`src/shared/sysopt_pkg.sv`:
```
// package for the system option control register bank
package sysopt_pkg;
   // register byte offsets on the bus
   localparam logic [7:0] SO_OFF_OPT1 = 8'h00;
   localparam logic [7:0] SO_OFF_OPT2 = 8'h04;
   localparam logic [7:0] SO_OFF_IDH = 8'h08;
   localparam logic [7:0] SO_OFF_IDL = 8'h0c;
   localparam logic [7:0] SO_OFF_WAKE = 8'h10;
   localparam logic [7:0] SO_OFF_IRQ_STAT = 8'h14;
   localparam logic [7:0] SO_OFF_IRQ_MASK = 8'h18;
   // system_options_one field positions
   localparam int SO_OPT1_WDOG_EN_BIT = 7;
   localparam int SO_OPT1_WDOG_LONG_BIT = 6;
   localparam int SO_OPT1_SLEEP_BIT = 5;
   localparam int SO_OPT1_RSVD_BIT = 4;
   localparam int SO_OPT1_DEBUG_BIT = 1;
   localparam int SO_OPT1_RSTPIN_BIT = 0;
   // system_options_two field position
   localparam int SO_OPT2_WDOG_CLK_BIT = 7;
   // periodic_wakeup_ctrl field positions
   localparam int SO_WAKE_FLAG_BIT = 7;
   localparam int SO_WAKE_ACK_BIT = 6;
   localparam int SO_WAKE_CLK_BIT = 5;
   localparam int SO_WAKE_IE_BIT = 4;
   localparam int SO_WAKE_SEL_LSB = 0;
   // interrupt status and mask bit positions
   localparam int SO_IRQ_WAKE_BIT = 0;
   localparam int SO_IRQ_STOP_BIT = 1;
   // reset values
   localparam logic SO_RST_WDOG_EN = 1'b1;
   localparam logic SO_RST_WDOG_LONG = 1'b1;
   localparam logic SO_RST_SLEEP = 1'b0;
   localparam logic SO_RST_RSVD = 1'b1;
   localparam logic SO_RST_DEBUG = 1'b1;
   localparam logic SO_RST_RSTPIN = 1'b0;
   localparam logic SO_RST_WDOG_CLK = 1'b0;
   localparam logic [7:0] SO_RST_WAKE = 8'h00;
   // wakeup period figures: first step, base of later steps, and 32 kHz multiplier
   localparam int SO_WAKE_1K_FIRST = 8;
   localparam int SO_WAKE_1K_BASE = 32;
   localparam int SO_WAKE_EXT_MULT = 32;
   localparam int SO_WAKE_CNT_W = 16;
   // register state of the bank, all but the power-on domain reset pin bit
   typedef struct packed {
      logic [2:0] sync_1k;
      logic [2:0] sync_32k;
      logic watchdog_enable;
      logic watchdog_long_timeout;
      logic deep_sleep_permit;
      logic opt1_reserved;
      logic debug_pin_enable;
      logic opt1_locked;
      logic watchdog_clock_select;
      logic opt2_locked;
      logic wakeup_timeout_flag;
      logic wakeup_clock_select;
      logic wakeup_irq_enable;
      logic [2:0] wakeup_period_select;
      logic [1:0] irq_status;
      logic [1:0] irq_mask;
      logic pend;
      logic pend_write;
      logic [7:0] pend_addr;
      logic [31:0] rdata;
      logic ready;
      logic resp;
      logic irq;
      logic wakeup_irq;
      logic stop_grant;
      logic illegal_stop;
   } sysopt_state_t;
   // state of the wakeup period counter
   typedef struct packed {
      logic [SO_WAKE_CNT_W-1:0] count;
      logic timeout;
   } sysopt_wake_state_t;
endpackage

```
`src/hw/sysopt_wakeup_timer.sv`:
```
// periodic wakeup period counter
`timescale 1ns/1ps
`default_nettype none
module sysopt_wakeup_timer
   import sysopt_pkg::*;
(
   input wire logic hclk, // bus clock
   input wire logic hresetn, // async reset, active low
   input wire logic tick, // one-cycle time base tick
   input wire logic ext_clock, // 1 selects the 32 kHz base
   input wire logic [2:0] period_select, // 000 stops the timer
   output logic timeout // one-cycle period end pulse
);
   sysopt_wake_state_t s_reg;
   sysopt_wake_state_t s_next;

   // last count of a period, ticks per period less one, for a select code and time base
   function automatic logic [SO_WAKE_CNT_W-1:0] wake_limit(input logic [2:0] sel, input logic ext);
      logic [31:0] ticks;
      ticks = (sel == 3'h1) ? SO_WAKE_1K_FIRST : (SO_WAKE_1K_BASE << (sel - 3'h2));
      if (ext) begin
         ticks = ticks * SO_WAKE_EXT_MULT;
      end
      wake_limit = SO_WAKE_CNT_W'(ticks - 32'd1);
   endfunction

   // count ticks, wrap and pulse at the selected period
   always_comb begin
      s_next = s_reg;
      s_next.timeout = 1'b0;
      if (period_select == 3'h0) begin
         s_next.count = '0;
      end else if (tick) begin
         if (s_reg.count >= wake_limit(period_select, ext_clock)) begin
            s_next.count = '0;
            s_next.timeout = 1'b1;
         end else begin
            s_next.count = s_reg.count + 1'b1;
         end
      end
   end

   // state register
   always_ff @(posedge hclk or negedge hresetn) begin
      if (!hresetn) begin
         s_reg <= '0;
      end else begin
         s_reg <= s_next;
      end
   end

   assign timeout = s_reg.timeout;
endmodule
`default_nettype wire

```
`src/hw/sysopt_regs.sv`:
```
// system option control register bank with its ahb-lite slave
`timescale 1ns/1ps
`default_nettype none
module sysopt_regs
   import sysopt_pkg::*;
#(
   parameter logic [3:0] REVISION = 4'h1, // arbitrary value
   parameter logic [11:0] PART_NUMBER = 12'h5a3 // arbitrary value
) (
   input wire logic hclk, // bus clock
   input wire logic hresetn, // system reset, async, active low
   input wire logic por_n, // power-on reset, async, active low
   input wire logic hsel, // slave select
   input wire logic [31:0] haddr, // byte address
   input wire logic [1:0] htrans, // transfer type
   input wire logic hwrite, // write when high
   input wire logic [2:0] hsize, // transfer size, words only
   input wire logic [31:0] hwdata, // write data
   input wire logic hready, // bus ready in
   output logic [31:0] hrdata, // read data
   output logic hreadyout, // slave ready
   output logic hresp, // always okay
   input wire logic tick_1khz, // 1 kHz oscillator pin
   input wire logic tick_32khz, // 32 kHz clock pin
   input wire logic stop_exec, // cpu executes a stop, one cycle
   output logic stop_grant, // stop allowed, pulse
   output logic illegal_stop_reset, // stop refused, pulse
   output logic watchdog_enable, // watchdog on
   output logic watchdog_long_timeout, // long watchdog period
   output logic watchdog_clock_select, // watchdog time base
   output logic debug_pin_enable, // shared pin in debug use
   output logic reset_pin_enable, // shared pin is reset input
   output logic reset_pin_pullup_en, // pull-up on reset pin
   output logic wakeup_irq_req, // wakeup timer interrupt
   output logic irq // masked status interrupt
);
   sysopt_state_t s_reg;
   sysopt_state_t s_next;
   logic rstpin_reg;
   logic rstpin_next;
   logic wake_timeout;
   logic wake_tick;
   logic accept;
   logic do_write;
   logic do_read;
   logic opt1_wr;
   logic [7:0] rbyte;
   logic [7:0] wbyte;

   // periodic wakeup period counter
   sysopt_wakeup_timer sysopt_wakeup_timer_i (
      .hclk(hclk),
      .hresetn(hresetn),
      .tick(wake_tick),
      .ext_clock(s_reg.wakeup_clock_select),
      .period_select(s_reg.wakeup_period_select),
      .timeout(wake_timeout)
   );

   // bus phase qualifiers
   assign accept = hsel & hready & htrans[1];
   assign do_write = s_reg.pend & s_reg.pend_write;
   assign do_read = s_reg.pend & ~s_reg.pend_write;
   assign wbyte = hwdata[7:0];
   assign opt1_wr = do_write & (s_reg.pend_addr == SO_OFF_OPT1) & ~s_reg.opt1_locked;
   // rising edge of the chosen time base, taken after the second sync flop
   assign wake_tick = s_reg.wakeup_clock_select ? (s_reg.sync_32k[1] & ~s_reg.sync_32k[2])
                                                : (s_reg.sync_1k[1] & ~s_reg.sync_1k[2]);

   // read mux of the pending address
   always_comb begin
      rbyte = 8'h00;
      if (s_reg.pend_addr == SO_OFF_OPT1) begin
         rbyte[SO_OPT1_WDOG_EN_BIT] = s_reg.watchdog_enable;
         rbyte[SO_OPT1_WDOG_LONG_BIT] = s_reg.watchdog_long_timeout;
         rbyte[SO_OPT1_SLEEP_BIT] = s_reg.deep_sleep_permit;
         rbyte[SO_OPT1_RSVD_BIT] = s_reg.opt1_reserved;
         rbyte[SO_OPT1_DEBUG_BIT] = s_reg.debug_pin_enable;
         rbyte[SO_OPT1_RSTPIN_BIT] = rstpin_reg; // bits 3 and 2 stay zero
      end else if (s_reg.pend_addr == SO_OFF_OPT2) begin
         rbyte[SO_OPT2_WDOG_CLK_BIT] = s_reg.watchdog_clock_select;
      end else if (s_reg.pend_addr == SO_OFF_IDH) begin
         rbyte = {REVISION, PART_NUMBER[11:8]};
      end else if (s_reg.pend_addr == SO_OFF_IDL) begin
         rbyte = PART_NUMBER[7:0];
      end else if (s_reg.pend_addr == SO_OFF_WAKE) begin
         rbyte[SO_WAKE_FLAG_BIT] = s_reg.wakeup_timeout_flag; // ack and bit 3 read zero
         rbyte[SO_WAKE_CLK_BIT] = s_reg.wakeup_clock_select;
         rbyte[SO_WAKE_IE_BIT] = s_reg.wakeup_irq_enable;
         rbyte[SO_WAKE_SEL_LSB +: 3] = s_reg.wakeup_period_select;
      end else if (s_reg.pend_addr == SO_OFF_IRQ_STAT) begin
         rbyte[1:0] = s_reg.irq_status;
      end else if (s_reg.pend_addr == SO_OFF_IRQ_MASK) begin
         rbyte[1:0] = s_reg.irq_mask;
      end
   end

   // next state of the whole bank but the reset pin bit
   always_comb begin
      s_next = s_reg;
      // two-flop synchronisers plus a history flop
      s_next.sync_1k = {s_reg.sync_1k[1:0], tick_1khz};
      s_next.sync_32k = {s_reg.sync_32k[1:0], tick_32khz};
      // stop request steered by the sleep permit
      s_next.stop_grant = stop_exec & s_reg.deep_sleep_permit;
      s_next.illegal_stop = stop_exec & ~s_reg.deep_sleep_permit;
      s_next.resp = 1'b0;
      // one wait state: address captured, then data phase completes
      s_next.pend = accept;
      s_next.ready = ~accept;
      if (accept) begin
         s_next.pend_write = hwrite;
         s_next.pend_addr = haddr[7:0];
      end
      if (do_write) begin
         if (opt1_wr) begin
            s_next.watchdog_enable = wbyte[SO_OPT1_WDOG_EN_BIT];
            s_next.watchdog_long_timeout = wbyte[SO_OPT1_WDOG_LONG_BIT];
            s_next.deep_sleep_permit = wbyte[SO_OPT1_SLEEP_BIT];
            s_next.opt1_reserved = wbyte[SO_OPT1_RSVD_BIT];
            s_next.debug_pin_enable = wbyte[SO_OPT1_DEBUG_BIT];
            s_next.opt1_locked = 1'b1;
         end else if (s_reg.pend_addr == SO_OFF_OPT2 && !s_reg.opt2_locked) begin
            s_next.watchdog_clock_select = wbyte[SO_OPT2_WDOG_CLK_BIT];
            s_next.opt2_locked = 1'b1;
         end else if (s_reg.pend_addr == SO_OFF_WAKE) begin
            s_next.wakeup_clock_select = wbyte[SO_WAKE_CLK_BIT];
            s_next.wakeup_irq_enable = wbyte[SO_WAKE_IE_BIT];
            s_next.wakeup_period_select = wbyte[SO_WAKE_SEL_LSB +: 3];
            if (wbyte[SO_WAKE_ACK_BIT]) begin
               s_next.wakeup_timeout_flag = 1'b0;
            end
         end else if (s_reg.pend_addr == SO_OFF_IRQ_MASK) begin
            s_next.irq_mask = wbyte[1:0];
         end
      end
      if (do_read) begin
         s_next.rdata = {24'h000000, rbyte};
         if (s_reg.pend_addr == SO_OFF_IRQ_STAT) begin
            s_next.irq_status = 2'h0;
         end
      end
      // events win over clears in the same cycle
      if (wake_timeout) begin
         s_next.wakeup_timeout_flag = 1'b1;
         s_next.irq_status[SO_IRQ_WAKE_BIT] = 1'b1;
      end
      if (s_next.illegal_stop) begin
         s_next.irq_status[SO_IRQ_STOP_BIT] = 1'b1;
      end
      s_next.irq = |(s_next.irq_status & s_next.irq_mask);
      s_next.wakeup_irq = s_next.wakeup_timeout_flag & s_next.wakeup_irq_enable;
   end

   // bank register, any system reset restores it and clears both locks
   always_ff @(posedge hclk or negedge hresetn) begin
      if (!hresetn) begin
         s_reg <= '0;
         s_reg.watchdog_enable <= SO_RST_WDOG_EN;
         s_reg.watchdog_long_timeout <= SO_RST_WDOG_LONG;
         s_reg.deep_sleep_permit <= SO_RST_SLEEP;
         s_reg.opt1_reserved <= SO_RST_RSVD;
         s_reg.debug_pin_enable <= SO_RST_DEBUG;
         s_reg.watchdog_clock_select <= SO_RST_WDOG_CLK;
         s_reg.wakeup_clock_select <= SO_RST_WAKE[SO_WAKE_CLK_BIT];
         s_reg.wakeup_irq_enable <= SO_RST_WAKE[SO_WAKE_IE_BIT];
         s_reg.ready <= 1'b1;
      end else begin
         s_reg <= s_next;
      end
   end

   // reset pin enable survives every reset but power-on
   always_comb begin
      rstpin_next = opt1_wr ? wbyte[SO_OPT1_RSTPIN_BIT] : rstpin_reg;
   end

   // power-on domain flop
   always_ff @(posedge hclk or negedge por_n) begin
      if (!por_n) begin
         rstpin_reg <= SO_RST_RSTPIN;
      end else begin
         rstpin_reg <= rstpin_next;
      end
   end

   // outputs straight from flops
   assign hrdata = s_reg.rdata;
   assign hreadyout = s_reg.ready;
   assign hresp = s_reg.resp;
   assign stop_grant = s_reg.stop_grant;
   assign illegal_stop_reset = s_reg.illegal_stop;
   assign watchdog_enable = s_reg.watchdog_enable;
   assign watchdog_long_timeout = s_reg.watchdog_long_timeout;
   assign watchdog_clock_select = s_reg.watchdog_clock_select;
   assign debug_pin_enable = s_reg.debug_pin_enable;
   assign reset_pin_enable = rstpin_reg;
   assign reset_pin_pullup_en = rstpin_reg;
   assign wakeup_irq_req = s_reg.wakeup_irq;
   assign irq = s_reg.irq;
endmodule
`default_nettype wire

```
`config.mk`:
```
export PLATFORM = sky130hd
export DESIGN_NAME = sysopt_regs
export DESIGN_NICKNAME = d
export VERILOG_FILES = /design/src/shared/sysopt_pkg.sv /design/src/hw/sysopt_wakeup_timer.sv /design/src/hw/sysopt_regs.sv
export SDC_FILE = /design/constraint.sdc
export NUM_CORES = 1
export LEC_CHECK = 0
export ABC_AREA = 1
export BUFFER_PORTS_ARGS = -buffer_cell sky130_fd_sc_hd__buf_2
export CAP_MARGIN = 20
export CORE_MARGIN = 2
export CORE_UTILIZATION = 47
export DETAILED_ROUTE_END_ITERATION = 8
export GPL_ROUTABILITY_DRIVEN = 0
export HOLD_SLACK_MARGIN = 0.06
export PLACE_DENSITY_LB_ADDON = 0.1
export SLEW_MARGIN = 20
export SYNTH_ARGS = -nofsm -noshare
export SYNTH_HDL_FRONTEND = slang
export SYNTH_HIERARCHICAL = 1
export SYNTH_SLANG_ARGS = --single-unit
```
`constraint.sdc`:
```
create_clock -name hclk -period 2.2 [get_ports hclk]
set_input_delay 0.11 -clock hclk [delete_from_list [all_inputs] [get_ports hclk]]
set_output_delay 0.11 -clock hclk [all_outputs]
set_load 0.05 [all_outputs]
```
==> results.toml <==
[timing]
setup_ws_ps = -218.6
worst_slew_pin_slew_ps = 700.1
timing.hold.ws_ps = 114.4
rsz0062_at_grt = "true"
max_freq_mhz = 413.5
slew_viol_final = 0
worst_clock_skew_ps = 10.46
hold_violations = 0
fin_setup_tns_ps = -3174
period_needed_ps = 2419
setup_viol = 17
timing.final.crit_share_pct = 109.9
slew-limit-headroom_pct = 53.33

[floorplanning]
start_util_pct = 48.32
die_h_um = 95.68
ios = 122
core_area_um2 = 8175
die_w_um = 95.68
fp-row-count = 33
dieArea_um2 = 9154

[global_routing]
grt_pass1_wl_mm = 14.88
grt_use_total_pct = 21.09
overflow = 0
grt_pass1_vias = 3155
grt_max_degree = 29
antenna_found_initial = 0

[clocking]
htree_levels = 3
cts_made_buffers = 9
cts_tree = "yes"
root_buffer = "clkbuf_8"
cts.sinks = 64
clk_pin_slew_ps = 70
clk_latency_ps = 340
clk_path_buf_depth = 2

[final_layout]
regArea_um2 = 1610
multi_input_area_um2 = 1974
largest_reg_flops = 26
final_nets = 706
drive_gt1_share_pct = 25.08
final_cells = 723
num-fill-cells = 779
layout-area-overhead-vs-synth_pct = 22.20
diodes = 0

[placement]
place_ws_ps = -165.2
port-buffer-count = 42
dp.cells = 682
dp_hpwl_mm = 6.531

[synth]
syn_area_um2 = 3950
yosys_warnings = 6
synth_cells = 526
synth_seq_area_share_pct = 40.70
syn_avg_cell_area_um2 = 7.510
ys_ff_latch = 64
synth_cell_types = 34

[routing]
firstDrtPassIters = 4
drt_iter0_drc = 123
antenna_left = 0
wire_per_inst_um = 12.24
drt_wl_total_mm = 8.848
via_per_inst = 4.779
route.vias.total = 3455
drc = 0

[pwr]
irDropWorstVdd_mv = 0.4739
p_per_area_nw_per_um2 = 679.7
total_power_w = 0.003281
power_leakage_nw = 2.548

[critical_path]
r2r_end = "sysopt_wakeup_timer_i/s_reg[16]"
arrival_ps = 2650
start_kind = "register"
endpoint_kind = "register"
ff2ff_setup_slack_ps = -220
cp-startpoint = "s_reg[52]"
endpoint = "sysopt_wakeup_timer_i/s_reg[16]"
r2r_start = "s_reg[52]"
crit_type = "register to register"
cp.required_ps = 2430
worstRegToRegCells = 20
worst-path-max-fanout = 8

[job]
maxCapViolCount = 0

[status]
violations = "negative setup slack"
status = "finished with violations"

[hold_path]
hold_path.class = "input pin to register"
critical path: stages (launching register included):
cell and delay, ps:
dfrtp_1 410, inv_2 80, nor2_2 40, inv_1 70
nor2_2 40, inv_1 50, ha_2 180, nand3_2 80
nor2_4 140, nand3_2 70, nand2_1 60, nand2_1 50
ha_1 280, nand2_2 80, nor2_4 120, nand2_2 80
nor2_1 80, nand2_1 70, nand2_2 130, buf_6 150
o21bai_1 70
layer usage:
layer  global-route usage [%]  vias to the layer above  wire (µm)
met1                    27.63                     1598       4063
met5                        0                        -          0
met2                    35.37                       64       4369
met3                    3.715                       11        298
met4                    6.786                        0        116
li1                         -                     1782          -
stage by stage:
stage | utilization (%) | area [µm²]
2_1_floorplan | - | 4069
3_3_place_gp | 52.56 | 4297
3_5_place_dp | 52.56 | 4297
4_1_cts | 58.13 | 4752
5_1_grt | 59.05 | 4827
6_report | 59.05 | 4827
power breakdown:
part	total [W]	internal [W]	switching, W	leakage, nW
registers	0.00143	0.00131	0.000117	0.769
clock network	0.00100	0.000550	0.000453	0.100
logic	0.000849	0.000256	0.000594	1.68
total	0.00328	0.00212	0.00116	2.55
cells in the mapped netlist, drive strengths merged:
library cell | count | area, µm²
nor3 | 1 | 5.000
nand2 | 154 | 588.1
a21o | 1 | 7.510
nand3 | 37 | 212.7
conb | 1 | 3.750
a31oi | 1 | 6.260
o21bai | 3 | 22.52
nor3b | 1 | 12.51
inv | 68 | 255.3
buf | 41 | 310.3
o21ai | 41 | 227.7
xor2 | 3 | 26.28
o22ai | 1 | 6.260
dfstp | 5 | 131.4
dfrtp | 59 | 1476
o21a | 1 | 7.510
xnor2 | 2 | 17.52
nand3b | 2 | 15.01
a21oi | 14 | 70.07
nor2 | 65 | 297.8
ha | 15 | 187.7
or2 | 1 | 6.260
nand4 | 9 | 56.30
cell usage in the layout (no fill, tap or decap), types with 2 or more instances in the layout:
cell           Yosys  layout
nand3b_1           2       2
buf_4             37      24
nand2_1          150     143
conb_1             1      26
nand3_1           33      30
o21ai_1           28      23
dfstp_2            5       5
buf_2              2      42
a21oi_1           14      14
clkbuf_1           0       2
dfrtp_2            0       2
ha_1              15      14
dlygate4sd3_1      0      23
nand4_1            9       9
nor2_4             2       5
inv_2              7       9
buf_6              2       2
xor2_1             3       3
dfrtp_1           59      57
nor2_2             9      14
nand2_2            4      11
clkbuf_8           0      10
inv_1             61      58
nand3_2            3       6
o21ai_0            7       5
o21ai_2            6      13
clkinv_2           0       3
nor2_1            53      45
o21bai_1           3       3
kinds of logic (layout without fill, tap and decap cells):
logic type               after synthesis  in the layout  synth area share, %
adder cells (fa/ha/maj)               15             15                4.751
AO/OA/AOI/OAI                         62             62                8.806
flip-flops                            64             64                40.70
other                                  1             26              0.09494
XOR/XNOR                               5              5                1.109
buffers and inverters                109            176                14.32
AND/OR/NAND/NOR                      270            270                30.22
cell type report:
cell class	instances	share of cell area (%)
multi-input cells	378	40.90
flip-flops and latches	64	33.36
repair buffers	92	13.74
clock inverters	4	0.9331
clock buffers	12	3.007
inverters	68	5.340
well taps	105	2.722
repair_timing:
item / CTS / global route
pin swaps: 10 / 1
hold buffers: 23 / 0
setup buffers: 1 / 1
resized for setup: 10 / 23
hold endpoints to repair: 46 / 0
setup endpoints to repair: 17 / 17
worst min-delay path by stage:
stage / start / to / cells past startpoint / slack (ps)
after floorplan: hresetn / hrdata[0] / 0 / -190
after CTS: hwdata[0] / reset_pin_enable / 3 / 90
after global routing: hwdata[0] / reset_pin_enable / 3 / 120
final: hwdata[0] / reset_pin_enable / 3 / 110
after detailed placement: por_n / reset_pin_enable / 1 / -110
after global placement: por_n / reset_pin_enable / 1 / -110
(Power assumes the default switching activity.)
